`src/rtl/lbe_consts.vh`:
```
// Opcode encodings, widths, depths and step counts of the boolean engine.
`ifndef LBE_CONSTS_VH
`define LBE_CONSTS_VH
`define LBE_OP_W         5
`define LBE_OP_NOP       5'h00
`define LBE_OP_LOAD      5'h01
`define LBE_OP_LOAD_INV  5'h02
`define LBE_OP_COIL      5'h03
`define LBE_OP_INVERT    5'h04
`define LBE_OP_SER       5'h05
`define LBE_OP_SER_INV   5'h06
`define LBE_OP_PAR       5'h07
`define LBE_OP_PAR_INV   5'h08
`define LBE_OP_LOAD_RISE 5'h09
`define LBE_OP_LOAD_FALL 5'h0A
`define LBE_OP_SER_RISE  5'h0B
`define LBE_OP_SER_FALL  5'h0C
`define LBE_OP_PAR_RISE  5'h0D
`define LBE_OP_PAR_FALL  5'h0E
`define LBE_OP_PULS_RISE 5'h0F
`define LBE_OP_PULS_FALL 5'h10
`define LBE_OP_TOGGLE    5'h11
`define LBE_OP_BLK_SER   5'h12
`define LBE_OP_BLK_PAR   5'h13
`define LBE_OP_PUSH      5'h14
`define LBE_OP_PEEK      5'h15
`define LBE_OP_POP       5'h16
`define LBE_OP_RISE_PLS  5'h17
`define LBE_OP_FALL_PLS  5'h18
`define LBE_ADDR_W       16
`define LBE_EDGE_ID_W    8
`define LBE_EDGE_DEPTH   256
`define LBE_STACK_DEPTH  8
`define LBE_SP_W         4
`define LBE_STEP_W       2
`define LBE_STEPS_ONE    2'h1
`define LBE_STEPS_TWO    2'h2
`define LBE_STEPS_THREE  2'h3
`define LBE_ERR_OVER     2'h1
`define LBE_ERR_UNDER    2'h2
`endif

```
`src/rtl/lbe_edge_mem.v`:
```
// Per-instance previous-scan sample memory with registered read data.
`timescale 1ns/10ps
`include "lbe_consts.vh"
module lbe_edge_mem (
   // Clock and reset
   input  wire                       clock,
   input  wire                       reset_n,
   // Read port
   input  wire [`LBE_EDGE_ID_W-1:0]  rd_addr,
   output reg                        rd_data_r,
   // Write port
   input  wire                       wr_en,
   input  wire [`LBE_EDGE_ID_W-1:0]  wr_addr,
   input  wire                       wr_data
);
   reg [`LBE_EDGE_DEPTH-1:0] mem_r;

   // Samples start low so a level already high at reset counts as a rise.
   always @(posedge clock or negedge reset_n) begin
      if (!reset_n) begin
         mem_r     <= {`LBE_EDGE_DEPTH{1'b0}};
         rd_data_r <= 1'b0;
      end else begin
         if (wr_en) begin
            mem_r[wr_addr] <= wr_data;
         end
         rd_data_r <= mem_r[rd_addr];
      end
   end
endmodule

```
`src/rtl/lbe_engine.v`:
```
// Single-bit relay-ladder boolean execution unit.
// Functional notes
// - Load starts result from operand bit; one step, two if extended.
// - Inverted load starts result from complemented operand; one or two.
// - Coil write copies result to addressed bit; one or two steps.
// - Invert complements the result; exactly one step.
// - Series contact ANDs result with operand; one or two steps.
// - Series inverted ANDs result with complemented operand; one/two.
// - Parallel contact ORs result with operand; one or two steps.
// - Parallel inverted ORs result with complemented operand; one/two.
// - Edge load gives true one scan after operand edge; two steps.
// - Edge series ANDs result with one-scan edge term; two steps.
// - Edge parallel ORs result with one-scan edge term; two steps.
// - Pulse write drives relay one scan after result edge; two steps.
// - Toggle coil inverts stored bit on result rise; three steps.
// - Block series join ANDs stacked block with current; one step.
// - Block parallel join ORs stacked block with current; one step.
// - Push saves result on stack unchanged; one step.
// - Peek loads result from stack top, keeping it; one step.
// - Pop loads result from stack top and removes it; one step.
// - Rise or fall pulse makes result true one scan on edge; one step.
`timescale 1ns/10ps
`include "lbe_consts.vh"
module lbe_engine (
   // Clock and reset
   input  wire                       clock,
   input  wire                       reset_n,
   // Instruction from the sequencer
   input  wire                       instr_valid,
   input  wire [`LBE_OP_W-1:0]       instr_op,
   input  wire [`LBE_ADDR_W-1:0]     instr_addr,
   input  wire                       instr_ext,
   input  wire [`LBE_EDGE_ID_W-1:0]  instr_edge_id,
   input  wire                       scan_start,
   output wire                       instr_ready,
   // Operand bit memory
   input  wire                       operand_bit,
   output reg                        bit_wr_en_r,
   output reg  [`LBE_ADDR_W-1:0]     bit_wr_addr_r,
   output reg                        bit_wr_data_r,
   // Status
   output reg                        result_r,
   output reg  [`LBE_STEP_W-1:0]     instr_steps_r,
   output reg                        done_r,
   output reg                        prog_error_r,
   output reg  [1:0]                 error_code_r,
   output reg  [`LBE_SP_W-1:0]       stack_level_r
);
   localparam [1:0] ST_IDLE = 2'b01;
   localparam [1:0] ST_EXEC = 2'b10;

   reg  [1:0]                     state_r;
   reg  [1:0]                     state_nxt;
   reg  [`LBE_OP_W-1:0]           op_r;
   reg  [`LBE_ADDR_W-1:0]         addr_r;
   reg  [`LBE_EDGE_ID_W-1:0]      edge_id_r;
   reg                            ext_r;
   reg                            opnd_r;
   reg  [`LBE_STACK_DEPTH-1:0]    stack_r;
   reg                            result_nxt;
   reg                            push_en;
   reg                            pop_en;
   reg                            need_top;
   reg                            wr_en_nxt;
   reg                            wr_data_nxt;
   reg                            edge_in;
   reg                            edge_wr;
   wire                           prev_sample;
   wire                           top_bit;
   wire                           stack_empty;
   wire                           stack_full;
   wire                           rise;
   wire                           fall;

   // The sample memory is read while the operand is captured, so each
   // instruction costs two clocks and the previous-scan value is ready.
   lbe_edge_mem u_edge (
      .clock     (clock),
      .reset_n   (reset_n),
      .rd_addr   (instr_edge_id),
      .rd_data_r (prev_sample),
      .wr_en     (edge_wr),
      .wr_addr   (edge_id_r),
      .wr_data   (edge_in)
   );

   // Step count of an opcode as laid out in program memory.
   function [`LBE_STEP_W-1:0] lbe_steps;
      input [`LBE_OP_W-1:0] op;
      input                 ext;
      begin
         if (op == `LBE_OP_LOAD || op == `LBE_OP_LOAD_INV ||
             op == `LBE_OP_COIL || op == `LBE_OP_SER ||
             op == `LBE_OP_SER_INV || op == `LBE_OP_PAR ||
             op == `LBE_OP_PAR_INV) begin
            lbe_steps = ext ? `LBE_STEPS_TWO : `LBE_STEPS_ONE;
         end else if (op == `LBE_OP_TOGGLE) begin
            lbe_steps = `LBE_STEPS_THREE;
         end else if (op >= `LBE_OP_LOAD_RISE && op <= `LBE_OP_PULS_FALL) begin
            lbe_steps = `LBE_STEPS_TWO;
         end else begin
            lbe_steps = `LBE_STEPS_ONE;
         end
      end
   endfunction

   assign instr_ready = state_r[0];
   assign top_bit     = (stack_level_r == {`LBE_SP_W{1'b0}}) ? 1'b0 :
                        stack_r[stack_level_r[`LBE_SP_W-2:0] - 3'h1];
   assign stack_empty = (stack_level_r == {`LBE_SP_W{1'b0}});
   assign stack_full  = (stack_level_r == `LBE_STACK_DEPTH);
   assign rise        = edge_in & ~prev_sample;
   assign fall        = ~edge_in & prev_sample;

   always @* begin
      state_nxt = state_r;
      case (state_r)
         ST_IDLE: begin
            if (instr_valid) begin
               state_nxt = ST_EXEC;
            end
         end
         ST_EXEC: begin
            state_nxt = ST_IDLE;
         end
         default: begin
            state_nxt = ST_IDLE;
         end
      endcase
   end

   // Datapath of one instruction, evaluated in the execute cycle.
   always @* begin
      result_nxt  = result_r;
      push_en     = 1'b0;
      pop_en      = 1'b0;
      need_top    = 1'b0;
      wr_en_nxt   = 1'b0;
      wr_data_nxt = 1'b0;
      edge_wr     = 1'b0;
      edge_in     = opnd_r;
      if (op_r == `LBE_OP_PULS_RISE || op_r == `LBE_OP_PULS_FALL ||
          op_r == `LBE_OP_TOGGLE || op_r == `LBE_OP_RISE_PLS ||
          op_r == `LBE_OP_FALL_PLS) begin
         edge_in = result_r;
      end
      if (state_r == ST_EXEC) begin
         case (op_r)
            `LBE_OP_LOAD:      result_nxt = opnd_r;
            `LBE_OP_LOAD_INV:  result_nxt = ~opnd_r;
            `LBE_OP_COIL: begin
               wr_en_nxt   = 1'b1;
               wr_data_nxt = result_r;
            end
            `LBE_OP_INVERT:    result_nxt = ~result_r;
            `LBE_OP_SER:       result_nxt = result_r & opnd_r;
            `LBE_OP_SER_INV:   result_nxt = result_r & ~opnd_r;
            `LBE_OP_PAR:       result_nxt = result_r | opnd_r;
            `LBE_OP_PAR_INV:   result_nxt = result_r | ~opnd_r;
            `LBE_OP_LOAD_RISE: result_nxt = rise;
            `LBE_OP_LOAD_FALL: result_nxt = fall;
            `LBE_OP_SER_RISE:  result_nxt = result_r & rise;
            `LBE_OP_SER_FALL:  result_nxt = result_r & fall;
            `LBE_OP_PAR_RISE:  result_nxt = result_r | rise;
            `LBE_OP_PAR_FALL:  result_nxt = result_r | fall;
            `LBE_OP_PULS_RISE: begin
               wr_en_nxt   = 1'b1;
               wr_data_nxt = rise;
            end
            `LBE_OP_PULS_FALL: begin
               wr_en_nxt   = 1'b1;
               wr_data_nxt = fall;
            end
            `LBE_OP_TOGGLE: begin
               wr_en_nxt   = rise;
               wr_data_nxt = ~opnd_r;
            end
            `LBE_OP_BLK_SER: begin
               need_top   = 1'b1;
               pop_en     = 1'b1;
               result_nxt = top_bit & result_r;
            end
            `LBE_OP_BLK_PAR: begin
               need_top   = 1'b1;
               pop_en     = 1'b1;
               result_nxt = top_bit | result_r;
            end
            `LBE_OP_PUSH:      push_en = 1'b1;
            `LBE_OP_PEEK: begin
               need_top   = 1'b1;
               result_nxt = top_bit;
            end
            `LBE_OP_POP: begin
               need_top   = 1'b1;
               pop_en     = 1'b1;
               result_nxt = top_bit;
            end
            `LBE_OP_RISE_PLS:  result_nxt = rise;
            `LBE_OP_FALL_PLS:  result_nxt = fall;
            default:           result_nxt = result_r;
         endcase
         if (op_r >= `LBE_OP_LOAD_RISE && op_r <= `LBE_OP_TOGGLE) begin
            edge_wr = 1'b1;
         end
         if (op_r == `LBE_OP_RISE_PLS || op_r == `LBE_OP_FALL_PLS) begin
            edge_wr = 1'b1;
         end
         // An empty stack leaves the result untouched rather than corrupt.
         if (need_top && stack_empty) begin
            result_nxt = result_r;
            pop_en     = 1'b0;
         end
         if (push_en && stack_full) begin
            push_en = 1'b0;
         end
      end
   end

   always @(posedge clock or negedge reset_n) begin
      if (!reset_n) begin
         state_r       <= ST_IDLE;
         op_r          <= `LBE_OP_NOP;
         addr_r        <= {`LBE_ADDR_W{1'b0}};
         ext_r         <= 1'b0;
         opnd_r        <= 1'b0;
         edge_id_r     <= {`LBE_EDGE_ID_W{1'b0}};
         stack_r       <= {`LBE_STACK_DEPTH{1'b0}};
         stack_level_r <= {`LBE_SP_W{1'b0}};
         result_r      <= 1'b0;
         instr_steps_r <= `LBE_STEPS_ONE;
         done_r        <= 1'b0;
         bit_wr_en_r   <= 1'b0;
         bit_wr_addr_r <= {`LBE_ADDR_W{1'b0}};
         bit_wr_data_r <= 1'b0;
         prog_error_r  <= 1'b0;
         error_code_r  <= 2'h0;
      end else begin
         state_r     <= state_nxt;
         done_r      <= (state_r == ST_EXEC);
         bit_wr_en_r <= wr_en_nxt;
         if (state_r == ST_IDLE && instr_valid) begin
            op_r      <= instr_op;
            addr_r    <= instr_addr;
            ext_r     <= instr_ext;
            opnd_r    <= operand_bit;
            edge_id_r <= instr_edge_id;
         end
         if (state_r == ST_EXEC) begin
            result_r      <= result_nxt;
            instr_steps_r <= lbe_steps(op_r, ext_r);
            bit_wr_addr_r <= addr_r;
            bit_wr_data_r <= wr_data_nxt;
            if (push_en) begin
               stack_r[stack_level_r[`LBE_SP_W-2:0]] <= result_r;
               stack_level_r <= stack_level_r + 4'h1;
            end else if (pop_en) begin
               stack_level_r <= stack_level_r - 4'h1;
            end
         end
         // Errors are sticky within a scan; a new scan clears them.
         if (state_r == ST_EXEC && need_top && stack_empty) begin
            prog_error_r <= 1'b1;
            error_code_r <= `LBE_ERR_UNDER;
         end else if (state_r == ST_EXEC && op_r == `LBE_OP_PUSH &&
                      stack_full) begin
            prog_error_r <= 1'b1;
            error_code_r <= `LBE_ERR_OVER;
         end else if (scan_start) begin
            prog_error_r  <= 1'b0;
            error_code_r  <= 2'h0;
         end
      end
   end
endmodule

```
`config.mk`:
```
export PLATFORM = sky130hd
export DESIGN_NAME = lbe_engine
export DESIGN_NICKNAME = d
export VERILOG_FILES = /design/src/rtl/lbe_edge_mem.v /design/src/rtl/lbe_engine.v
export VERILOG_INCLUDE_DIRS = /design/src /design/src/rtl
export SDC_FILE = /design/constraint.sdc
export NUM_CORES = 1
export LEC_CHECK = 0
export BUFFER_PORTS_ARGS = -buffer_cell sky130_fd_sc_hd__buf_2
export CAP_MARGIN = 20
export CORE_UTILIZATION = 30
export DETAILED_ROUTE_END_ITERATION = 7
export SLEW_MARGIN = 20
export SYNTH_ARGS = -nofsm -noshare
export SYNTH_HDL_FRONTEND = slang
export SYNTH_SLANG_ARGS = --single-unit
```
`constraint.sdc`:
```
create_clock -name clock -period 4.6 [get_ports clock]
set_input_delay 0.23 -clock clock [delete_from_list [all_inputs] [get_ports clock]]
set_output_delay 0.23 -clock clock [all_outputs]
set_load 0.05 [all_outputs]
```
### Yosys cells after proc, flatten, opt, wreduce, memory -nomap -nowiden

Cells that the tools add are included.

| cells by class | value |
|---|---|
| add/sub/neg operators | 3 |
| magnitude comparators | 9 |
| equality and inequality tests | 28 |
| multiplexer cells | 43 |
| bitwise gates (word level) | 17 |
| reductions and logical operators | 35 |

Operator list:

| operator | number |
|---|---|
| $bwmux W256 | 1 |
| $eq A5 B5 Y1 const B | 9 |
| $eq A5 B4 Y1 const B | 8 |
| $mux W1 | 23 |
| $eq A5 B3 Y1 const B | 4 |
| $lt A8 B9 Y1 const B | 2 |
| $mux W2 | 9 |
| $pmux W1 S16 | 1 |
| $reduce_bool A16 Y1 | 1 |
| $logic_and A1 B1 Y1 | 11 |
| $logic_or A1 B1 Y1 | 11 |
| $eq A5 B2 Y1 const B | 2 |
| $le A5 B5 Y1 const B | 2 |
| $bmux W1 S8 | 1 |
| $bwmux W8 | 1 |
| $demux W1 S8 | 1 |
| $ge A8 B1 Y1 const B | 1 |
| $lt A3 B4 Y1 const B | 2 |
| $mux W4 | 2 |
| $and A1 B1 Y1 | 7 |
| $reduce_or A2 Y1 | 3 |
| $reduce_or A3 Y1 | 2 |
| $eq A5 B1 Y1 const B | 1 |
| $ge A5 B4 Y1 const B | 1 |
| 20 further kinds | 29 |

| storage, ports and cells | value |
|---|---|
| flip-flop bits (word level) | 327 |
| input bits | 35 |
| output and inout port bits | 30 |
| logic and storage cells | 153 |

### Longest topological paths before layout

Gate-level depths: netlist of run 1.

| logic depth | value |
|---|---|
| word-level depth | 10 |
| mapped depth | 13 |
| gate-level depth less buffers | 12 |

### Hierarchy

A second synthesis of run 1 with hierarchy kept.

| unflattened totals | value |
|---|---|
| cells, all modules | 1493 |
| area total of the unflattened synthesis | 16793.6 sq um |

Modules (own cells, without submodules):

| module | times used | cells an instance | area each (sq um) |
|---|---|---|---|
| lbe_edge_mem | 1 | 1134 | 13279.0 |
| lbe_engine | 1 | 359 | 3514.6 |

### Worst setup path before layout of run 1

Ideal clock, no wire load.

| path | value |
|---|---|
| path type | register to register |
| from | register stack_level_r[0] |
| to | register stack_level_r[3] |
| library setup time | 0.144 ns |
| arrival | 2.552 ns |
| setup slack | 1.903 ns |
| stages on the path, launching flop included | 14 |
| buffers on the path | 1 |
| cell sequence | dfrtp_1 buf_2 inv_1 ha_1 inv_1 nor2_1 nand2_1 nand2_1 ha_1 a21o_1 a21oi_1 xnor2_1 nand2_1 xnor2_1 |

| between the ends | value |
|---|---|
| cells in the longest elaborated chain, start to end | 6 |
| elaborated cells between the ends (all ways) | 14 |
| those cells by class | add/sub: 2; eq/ne: 1; mux: 6; reduce/logical: 5 |

RTL lines:

| what | RTL line | source |
|---|---|---|
| start: declaration | lbe_engine.v:47 | `` output reg [`LBE_SP_W-1:0] stack_level_r `` |
| start signal: assignment | lbe_engine.v:228 | `` stack_level_r <= {`LBE_SP_W{1'b0}}; `` |
| start signal: assignment | lbe_engine.v:255 | `stack_level_r <= stack_level_r + 4'h1;` |
| start signal: assignment | lbe_engine.v:257 | `stack_level_r <= stack_level_r - 4'h1;` |
| $eq A4 B4 Y1 (no source line) / $logic_not A4 Y1 (equally long branches) | n/a |  |
| $logic_and A1 B1 Y1, on equally long branches | lbe_engine.v:213, lbe_engine.v:209 |  |
| $mux W1, on equally long branches | lbe_engine.v:213, lbe_engine.v:209 |  |
| $mux W1 | lbe_engine.v:147 | `if (state_r == ST_EXEC) begin` |
| $reduce_bool A2 Y1 (no source line) | n/a |  |
| $reduce_and A2 Y1 (no source line) | n/a |  |

Parallel ways exist; a longest one is shown, timed or not. The select of a mux whose other input is x is not followed.
A chain may end at the register's enable or synchronous reset.

### Worst setup path after layout of run 1

| path | value |
|---|---|
| from | register op_r[0] |
| to | register u_edge.mem_r[224] |

| between the ends | value |
|---|---|
| cells in the longest elaborated chain, start to end | 7 |
| elaborated cells between the ends (all ways) | 18 |
| those cells by class | order compare: 2; eq/ne: 5; mux: 5; reduce/logical: 6 |

RTL lines:

| what | RTL line | source |
|---|---|---|
| start: declaration | lbe_engine.v:54 | `` reg [`LBE_OP_W-1:0] op_r; `` |
| start signal: assignment | lbe_engine.v:222 | `` op_r <= `LBE_OP_NOP; `` |
| start signal: assignment | lbe_engine.v:242 | `op_r <= instr_op;` |
| parallel branches: the longest is 7 deep, another holds $ge A5 B4 Y1 | n/a |  |
| end signal: assignment | lbe_edge_mem.v:21 | `` mem_r <= {`LBE_EDGE_DEPTH{1'b0}}; `` |
| end signal: indexed assignment | lbe_edge_mem.v:25 | `mem_r[wr_addr] <= wr_data;` |
| end: declaration | lbe_edge_mem.v:16 | `` reg [`LBE_EDGE_DEPTH-1:0] mem_r; `` |

Parallel ways; which one is timed is not known.

==> flow_metrics.py, run 1 <==
metrics = {
    "status": {
        "outcome": "finished, final reports clean",
    },
    "pwr": {
        "powerDensity_nw_per_um2": 435.5,
        "p_leak_nw": 8.022,
        "ir_worst_vdd_mv": 0.3424,
        "p_total_mw": 8.034,
    },
    "die": {
        "core_area_um2": 52660,
        "die_h_um": 232.9,
        "dieArea_um2": 54230,
        "io_pins": 65,
        "die_width_um": 232.9,
        "initial_utilization_pct": 30.37,
        "rows": 84,
    },
    "sta": {
        "finalHoldViolCount": 0,
        "min_period_ns": 3.348,
        "slew_headroom_pct": 27.82,
        "worst_pin_slew_ns": 1.078,
        "fmax_mhz": 298.7,
        "setup_tns_ns": 0,
        "rsz0062_at_grt": "false",
        "finalClockSkew_ns": 0.03850,
        "min_period_over_period_pct": 72.78,
        "slew_violations": 0,
        "setup_viol": 0,
        "worst_hold_slack_ns": 0.1049,
    },
    "setup_path": {
        "worst_r2r_endpoint": "u_edge.mem_r[224]",
        "crit_path_end_kind": "register",
        "cpMaxStageDelayCell": "dfrtp_1",
        "crit_start": "op_r[0]",
        "cp.arrival_ns": 3.82,
        "cpPeakStageDelay_ns": 0.83,
        "r2r_start": "op_r[0]",
        "rr_worst_depth": 8,
        "crit_end": "u_edge.mem_r[224]",
        "reg2reg_slack_ns": 1.25,
        "startpoint_type": "register",
        "critical_path_class": "register to register",
        "path_max_fanout": 26,
        "cp_common_cell": "a21oi_1",
        "crit_chain": "nor3_1 > a211o_1 > a21oi_1 > nor3b_2 > nor3b_4 > buf_4 > a21oi_1 > a31oi_1",
        "required_ns": 5.07,
    },
    "logic_synthesis": {
        "synth_edf_count": 0,
        "synth_cells": 1596,
        "synth.top_cells.by_count": "dfrtp_1, a21oi_1, a31oi_1",
        "yosys-top-cells-area": "dfrtp_1, a31oi_1, a21oi_1",
        "synth.distinct_cells": 63,
        "yosys.area.top_type": "dfrtp_1",
        "yosysMostFrequentCell": "dfrtp_1",
        "synthArstFlopShare_pct": 100.0,
        "seq_area_frac_synth_pct": 51.19,
        "syn-num-nets": 1635,
        "yosysWarnings": 0,
        "synth_area_um2": 15990,
        "avgSynthCellArea_um2": 10.02,
        "ys.flop_type": "dfrtp_1",
        "synthDominantCellAreaShare_pct": 50.86,
        "ys_seq_elements": 327,
    },
    "clock_tree": {
        "cts.htree.levels": 2,
        "clkSinkCount": 327,
        "cts_tree": "built",
        "clock_path_buffers": 3,
        "cts_buffers": 35,
        "post_cts_buffers": 0,
        "clk_latency_ns": 0.56,
        "cts_root_buffer": "clkbuf_16",
        "clkTransAtPathRegs_ns": 0.06,
    },
    "routing": {
        "vias": 12820,
        "viasPerCell": 5.550,
        "finalWirelength_um": 45370,
        "postRouteAntennaNets": 0,
        "wl_per_cell_um": 19.64,
        "drt-initial-drc-count": 1263,
        "drc_errors": 0,
        "dr.pass1.iters": 5,
    },
    "cells_and_area": {
        "fillers": 5189,
        "area_delta_synth_final_pct": 15.36,
        "drive_gt1_share_pct": 15.78,
        "nets": 1634,
        "diodes": 0,
        "fin_area_um2": 18450,
        "seqCellArea_um2": 8185,
        "post-route-util_pct": 35.03,
        "multi_input_area_um2": 7084,
    },
    "global_route": {
        "grt_overflow_total": 0,
        "grt_pass1_vias": 12540,
        "antenna_found_initial": 1,
        "grt_pass1_wl_um": 72770,
        "grt_max_degree": 146,
        "grt.total_usage_pct": 16.92,
    },
    "min_path": {
        "hp-start": "instr_edge_id[4]",
        "hold_class": "primary input to register",
    },
    "placement": {
        "place_area_um2": 16960,
        "dp_hpwl_um": 26930,
        "gp_congestion": 0.8382,
        "port_buffers": 64,
    },
    "flow_run": {
        "maxCapViolations": 0,
    },
}
## kinds of logic (layout without fill, tap and decap cells)
| kind of cell | count (synthesis) | count (layout) | synth area share (%) |
|---|---|---|---|
| fa+ha+maj | 4 | 4 | 0.3599 |
| buf+inv | 186 | 212 | 5.093 |
| mux | 112 | 112 | 10.21 |
| simple gates | 328 | 328 | 9.475 |
| xor+xnor | 8 | 8 | 0.4382 |
| flops | 327 | 327 | 51.19 |
| compound gates | 631 | 631 | 23.24 |
## metal layers
| metal | vias to the layer above | wire, um | GRT usage (%) |
|---|---|---|---|
| met4 | 2 | 1548 | 6.536 |
| met3 | 94 | 2017 | 2.083 |
| li1 | 5951 | - | - |
| met5 | - | 10 | 0 |
| met1 | 6398 | 20340 | 22.96 |
| met2 | 375 | 21450 | 27.44 |
## placed cells by master (no fill, tap or decap), types with 7 or more instances in the layout
master,instances
buf_2,61
clkbuf_8,13
mux2_2,19
nor4_1,8
nand3b_1,10
clkbuf_1,7
nand3_1,22
inv_1,7
nor2_2,7
mux4_2,38
nand2b_1,16
nor2b_1,7
a22oi_1,10
o21ai_0,71
nor2_1,44
o31ai_1,51
mux2i_1,54
dlygate4sd3_1,27
a21oi_1,228
xnor2_1,7
buf_4,43
o22ai_1,25
clkbuf_16,35
dfrtp_1,325
nand2_1,174
a31oi_1,215
## registers in the layout, indices dropped and copies added, names as in the netlist, 2 cells and up
signal / count
addr_r: 16
bit_wr_addr_r: 16
edge_id_r: 8
error_code_r: 2
instr_steps_r: 2
op_r: 5
stack_level_r: 4
stack_r: 8
state_r: 2
u_edge.mem_r: 256
## worst min path at each step
stage / to / slack [ns] / cells past startpoint
3_3_place_gp: bit_wr_addr_r[12] / 0.33 / 1
5_1_grt: edge_id_r[4] / 0.11 / 3
6_report: edge_id_r[4] / 0.10 / 3
4_1_cts: edge_id_r[4] / 0.07 / 3
2_1_floorplan: addr_r[0] / -0.07 / 0
3_5_place_dp: bit_wr_addr_r[12] / 0.34 / 1
## layout make-up
type / count / area share, %
timing repair buffer: 139 / 5.752
clock inverter: 9 / 0.7664
sequential: 327 / 44.37
inverter: 9 / 0.1831
multi-input combinational: 1083 / 38.40
clock buffer: 55 / 5.860
tap: 688 / 4.666
## worst max-delay path, delay by kind of cell, from the launching register on
family / cells / cell delay [ns]
buffers and inverters: 1 / 0.40
flip-flops: 1 / 0.83
AND/OR/NAND/NOR: 3 / 1.12
AO/OA/AOI/OAI: 4 / 0.93
## power by group
group	leakage (nW)	internal (mW)	total, mW	switching, mW
Sequential	4.48	3.07	3.34	0.269
Combinational	2.95	0.473	1.72	1.25
Clock	0.596	1.75	2.97	1.22
Total	8.02	5.29	8.03	2.74
## per-stage QoR
step	setup slack [ns]	cells
2_1_floorplan	1.903	1596
3_3_place_gp	1.315	2218
3_5_place_dp	1.260	2219
4_1_cts	1.268	2310
5_1_grt	0.9752	2310
6_report	1.252	2310
## repair_timing
item	CTS	global route
endpoints found under the hold margin	129	0
hold buffers	27	0
resized for setup	0	0
Note: power is estimated with default switching activity, not from simulation.
==> inputs of run 2 (changes only) <==
Clock period 4.6 ns to 3.3 ns, I/O delays scaled along.
==> run 2 against run 1 <==
Against the previous run: via count rose by 1.6%; sequential power increased by 39%; combinational power increased by 47%; first-iteration DRC count rose by 0.87%; register-to-register slack got worse by 0.80 ns; clock skew down 0.010 ns; count of clock-buffer cells in the layout fell by 2; largest power group unchanged; sequential share of layout area decreased by 0.42 points; sequential cell count unchanged; cell area up 0.96%; global-route usage is 0.47 points higher.
==> flow_metrics.py, run 2 (synthesized netlist as in run 1, its figures left out) <==
metrics = {
    "cells_and_area": {
        "largest_reg_flops": 256,
        "nets": 1667,
        "reg.largest.list": "u_edge.mem_r x256, addr_r x16, bit_wr_addr_r x16",
        "diodes": 0,
        "drive_gt1_share_pct": 16.95,
        "area_delta_synth_final_pct": 16.47,
        "final_cell_mix": "dfrtp_1, a21oi_1, a31oi_1, nand2_1, buf_4",
        "final_common_cell": "dfrtp_1",
        "regMostFlops": "u_edge.mem_r",
    },
    "die": {
        "die_h_um": 232.9,
        "initial_utilization_pct": 30.37,
        "die_width_um": 232.9,
        "core_area_um2": 52660,
        "dieArea_um2": 54230,
        "io_pins": 65,
        "rows": 84,
    },
    "sta": {
        "min_period_over_period_pct": 86.16,
        "rsz0062_at_grt": "false",
        "worst_hold_slack_ns": 0.04904,
        "slew_violations": 0,
        "fmax_mhz": 351.7,
        "min_period_ns": 2.843,
        "finalClockSkew_ns": 0.02816,
        "setup_viol": 0,
        "finalHoldViolCount": 0,
        "slew_headroom_pct": 42.87,
        "worst_pin_slew_ns": 0.8569,
        "setup_tns_ns": 0,
    },
    "clock_tree": {
        "clk_latency_ns": 0.54,
        "cts_root_buffer": "clkbuf_16",
        "cts_tree": "built",
        "cts.htree.levels": 2,
        "clkSinkCount": 327,
        "cts_buffers": 37,
        "clock_path_buffers": 3,
        "clkTransAtPathRegs_ns": 0.06,
    },
    "routing": {
        "drc_errors": 0,
        "drt-initial-drc-count": 1274,
        "wl_met3_um": 2228,
        "dr_wl_met2_um": 22210,
        "postRouteAntennaNets": 0,
        "finalWirelength_um": 46680,
        "viasPerCell": 5.565,
        "wl_per_cell_um": 19.95,
        "vias": 13020,
        "dr.pass1.iters": 7,
        "wl_met1_um": 20900,
        "top_layer_used": "met5",
    },
    "setup_path": {
        "rr_worst_depth": 10,
        "required_ns": 3.71,
        "worst_r2r_endpoint": "stack_level_r[3]",
        "cp.arrival_ns": 3.25,
        "r2r_start": "op_r[1]",
        "crit_start": "op_r[1]",
        "reg2reg_slack_ns": 0.46,
        "path_max_fanout": 19,
        "critical_path_class": "register to register",
        "startpoint_type": "register",
        "crit_end": "stack_level_r[3]",
        "crit_path_end_kind": "register",
    },
    "global_route": {
        "grt_overflow_total": 0,
        "antenna_found_initial": 1,
        "grt_pass1_wl_um": 74740,
        "grt.total_usage_pct": 17.39,
        "grt_pass1_vias": 12820,
        "grt_max_degree": 98,
    },
    "min_path": {
        "hold_class": "primary input to register",
    },
    "pwr": {
        "ir_worst_vdd_mv": 0.3431,
        "internal_power_mw": 7.317,
        "powerDensity_nw_per_um2": 598.9,
        "p_clk_share_pct": 35.9,
        "pwr-share-comb_pct": 22.6,
        "swShare_pct": 34.40,
        "p_leak_nw": 8.146,
        "power_frac_seq_pct": 41.5,
        "p_switching_mw": 3.837,
    },
    "placement": {
        "dp_hpwl_um": 28270,
        "port_buffers": 64,
        "gp_congestion": 0.8254,
    },
    "status": {
        "outcome": "finished, final reports clean",
    },
    "flow_run": {
        "maxCapViolations": 0,
    },
}
[run 2: cell count changes in the layout (fill, tap and decap cells not counted), moves of 2 or more]
cell       previous run  this run
clkbuf_1              7        10
clkbuf_16            35        38
buf_4                43        72
clkbuf_8             13         5
buf_12                6         8
clkinv_2              2         5
[run 2: worst min-delay path by stage]
stage | from | to | slack, ns | cells past startpoint
floorplan | reset_n | addr_r[0] | -0.13 | 0
global placement | reset_n | bit_wr_addr_r[10] | 0.27 | 1
detailed placement | reset_n | bit_wr_addr_r[10] | 0.28 | 1
CTS | instr_edge_id[3] | edge_id_r[3] | 0.03 | 3
global route | instr_edge_id[3] | edge_id_r[3] | 0.07 | 3
finish | instr_edge_id[3] | edge_id_r[3] | 0.05 | 3
[run 2: worst max-delay path: stages, from the launching register on]
cell and delay (ns):
dfrtp_1 0.59, inv_1 0.31, nand2_1 0.08, nor4_1 0.42, nand2_1 0.30, ha_1 0.35
a21o_1 0.15, a21oi_1 0.16, xnor2_1 0.13, nand2_1 0.09, xnor2_1 0.15
[run 2: per-stage QoR]
step	cell area (um2)	power [mW]	std cells	setup slack, ns	util, %
2_1_floorplan	15990	6.394	1596	0.6034	-
3_3_place_gp	17180	7.133	2249	0.5764	32.63
3_5_place_dp	17180	7.177	2249	0.4834	32.63
4_1_cts	18630	11.23	2340	0.4749	35.37
5_1_grt	18630	11.66	2340	0.1763	35.37
6_report	18630	11.15	2340	0.4566	35.37
[run 2: final cells by class]
type	count	area, um2
Sequential cell	327	8185
Clock inverter	10	107.6
Clock buffer	53	1057
Multi-Input combinational cell	1083	7079
Timing Repair Buffer	170	1301
Tap cell	688	860.8
Inverter	9	33.78
Fill cell	5214	34030
[run 2: power by group through the flow]
stage          clock (mW)  combinational [mW]  sequential, mW
6_report             4.00                2.53            4.63
5_1_grt              4.25                2.74            4.67
4_1_cts              4.08                2.52            4.62
3_5_place_dp            0                2.48            4.69
3_3_place_gp            0                2.45            4.68
2_1_floorplan           0                1.46            4.94
[run 2: repair_timing]
action / in CTS / in global routing
hold buffers: 28 / 0
setup endpoints to repair: 0 / 0
resized for setup: 0 / 0
hold endpoints to repair: 119 / 0
setup buffers: 0 / 0
[run 2: layer usage]
layer  vias to the layer above  track usage (%)
li1                       6022                -
met1                      6509            24.23
met2                       401            27.74
met3                        87            2.071
met4                         2            6.148
met5                         -                0
==> inputs of run 3 (changes only) <==
Settings changed: CTS_BUF_LIST set to sky130_fd_sc_hd__clkbuf_4 sky130_fd_sc_hd__clkbuf_8.
==> run 3 against run 2 <==
Against the previous run: final cell count is 1.7% higher; setup slack got worse by 0.016 ns; critical path type unchanged; critical path depth unchanged; critical endpoint unchanged.
==> flow_metrics.py, run 3 (synthesized netlist as in run 1, its figures left out) <==
metrics = {
    "die": {
        "io_pins": 65,
        "rows": 84,
        "core_area_um2": 52660,
        "die_h_um": 232.9,
        "die_width_um": 232.9,
        "initial_utilization_pct": 30.37,
        "dieArea_um2": 54230,
    },
    "setup_path": {
        "crit_chain": "inv_1 > nand2_1 > nor4_1 > nand2_1 > ha_1 > a21o_1 > a21oi_1 > xnor2_1 > nand2_1 > xnor2_1",
        "crit_buf_inv": 1,
        "cpMaxStageDelayCell": "dfrtp_1",
        "crit_path_end_kind": "register",
        "path_delay_family": "simple AND/OR/NAND/NOR gates",
        "cpPeakStageDelay_ns": 0.60,
        "startpoint_type": "register",
        "cp.arrival_ns": 3.35,
        "reg2reg_slack_ns": 0.44,
        "cp_common_cell": "nand2_1",
        "path_max_fanout": 19,
        "critical_path_class": "register to register",
        "required_ns": 3.79,
    },
    "sta": {
        "setup_viol": 0,
        "setup_tns_ns": 0,
        "fmax_mhz": 349.7,
        "min_period_ns": 2.860,
        "min_period_over_period_pct": 86.66,
        "rsz0062_at_grt": "false",
        "finalHoldViolCount": 0,
        "slew_headroom_pct": 43.03,
        "worst_hold_slack_ns": 0.1783,
        "worst_pin_slew_ns": 0.8545,
        "slew_violations": 0,
        "finalClockSkew_ns": 0.04003,
    },
    "placement": {
        "port_buffers": 64,
        "dpl.cell_count": 2249,
        "gp_congestion": 0.8254,
        "dp_hpwl_um": 28270,
        "place_area_um2": 17180,
    },
    "clock_tree": {
        "clock_path_buffers": 3,
        "clk_latency_ns": 0.62,
        "cts_root_buffer": "clkbuf_8",
        "cts.htree.levels": 2,
        "post_cts_buffers": 0,
        "clkTransAtPathRegs_ns": 0.06,
        "cts_tree": "built",
        "cts_buffers": 54,
        "clkSinkCount": 327,
    },
    "routing": {
        "drt-initial-drc-count": 1191,
        "vias": 13130,
        "wl_met1_um": 21230,
        "postRouteAntennaNets": 0,
        "dr.pass1.iters": 6,
        "wl_per_cell_um": 19.71,
        "wl_met3_um": 2108,
        "drc_errors": 0,
        "finalWirelength_um": 46910,
        "top_layer_used": "met4",
        "viasPerCell": 5.517,
        "dr_wl_met2_um": 22170,
    },
    "flow_run": {
        "maxCapViolations": 0,
    },
    "cells_and_area": {
        "final_common_cell": "dfrtp_1",
        "fillers": 5247,
        "largest_reg_flops": 256,
        "nets": 1688,
        "fin_area_um2": 18700,
        "layoutNonFillerInstCount": 2380,
        "drive_gt1_share_pct": 19.22,
        "final_cell_mix": "dfrtp_1, a21oi_1, a31oi_1, nand2_1, buf_4",
        "regMostFlops": "u_edge.mem_r",
        "reg.largest.list": "u_edge.mem_r x256, addr_r x16, bit_wr_addr_r x16",
        "area_delta_synth_final_pct": 16.94,
    },
    "global_route": {
        "grt_pass1_vias": 12950,
        "grt_max_degree": 98,
        "grt.total_usage_pct": 17.44,
        "antenna_found_initial": 1,
        "grt_pass1_wl_um": 74990,
        "grt_overflow_total": 0,
    },
    "pwr": {
        "p_leak_nw": 8.229,
        "powerDensity_nw_per_um2": 591.1,
        "ir_worst_vdd_mv": 0.2642,
    },
    "min_path": {
        "hold_class": "primary input to async pin",
    },
    "status": {
        "outcome": "finished, final reports clean",
    },
}
==> run 3: cell count changes in the layout (fill, tap and decap cells not counted), sizes merged <==
cell / delta
clkbuf: +39
clkinv: -5
dlygate4sd3: +4
diode: +1
inv: +1
==> run 3: final timing paths <==
check | start | endpoint | depth (start not counted)
max in group asynchronous | reset_n | u_edge.mem_r[216] | 3
min in group clock | instr_edge_id[0] | edge_id_r[0] | 4
min reg2reg | addr_r[14] | bit_wr_addr_r[14] | 2
max | op_r[1] | stack_level_r[3] | 10
min | reset_n | addr_r[11] | 2
max reg2reg | op_r[1] | stack_level_r[3] | 10
==> run 3: per-stage QoR <==
step / total power, mW / util (%) / worst slack (ns)
floorplan: 6.394 / - / 0.6034
global placement: 7.133 / 32.63 / 0.5764
detailed placement: 7.177 / 32.63 / 0.4834
CTS: 11.14 / 35.51 / 0.4336
global route: 11.61 / 35.51 / 0.1489
finish: 11.05 / 35.51 / 0.4403
==> run 3: worst register-to-register path: cells and delay by family (launching register included) <==
family / cells / cell delay, ns
XOR/XNOR: 2 / 0.28
flip-flops: 1 / 0.60
AO/OA/AOI/OAI: 2 / 0.31
buffers and inverters: 1 / 0.31
adder cells (fa/ha/maj): 1 / 0.35
AND/OR/NAND/NOR: 4 / 0.88
==> run 3: report_power, final <==
| part | total, mW | switching [mW] | internal, mW |
|---|---|---|---|
| clock | 3.90 | 1.68 | 2.22 |
| combinational | 2.53 | 1.81 | 0.718 |
| sequential | 4.63 | 0.344 | 4.28 |
==> run 3: area by class of cell <==
type | instances | area, um2 | share of cell area [%]
Sequential cell | 327 | 8185 | 43.77
Antenna cell | 1 | 2.502 | 0.01338
Inverter | 9 | 33.78 | 0.1807
Timing Repair Buffer | 174 | 1341 | 7.173
Clock buffer | 92 | 1122 | 6.002
Multi-Input combinational cell | 1083 | 7079 | 37.86
Tap cell | 688 | 860.8 | 4.603
Clock inverter | 6 | 75.07 | 0.4014
==> run 3: routing by layer <==
| layer | up-vias | track usage, % |
|---|---|---|
| li1 | 6070 | - |
| met1 | 6573 | 24.19 |
| met2 | 403 | 27.74 |
| met3 | 85 | 2.206 |
| met4 | 0 | 6.393 |
| met5 | - | 0 |
==> run 3: timing repair <==
action / CTS / global route
setup endpoints to repair: 0 / 0
endpoints found under the hold margin: 123 / 0
hold buffers: 32 / 0
gates resized for setup: 0 / 0
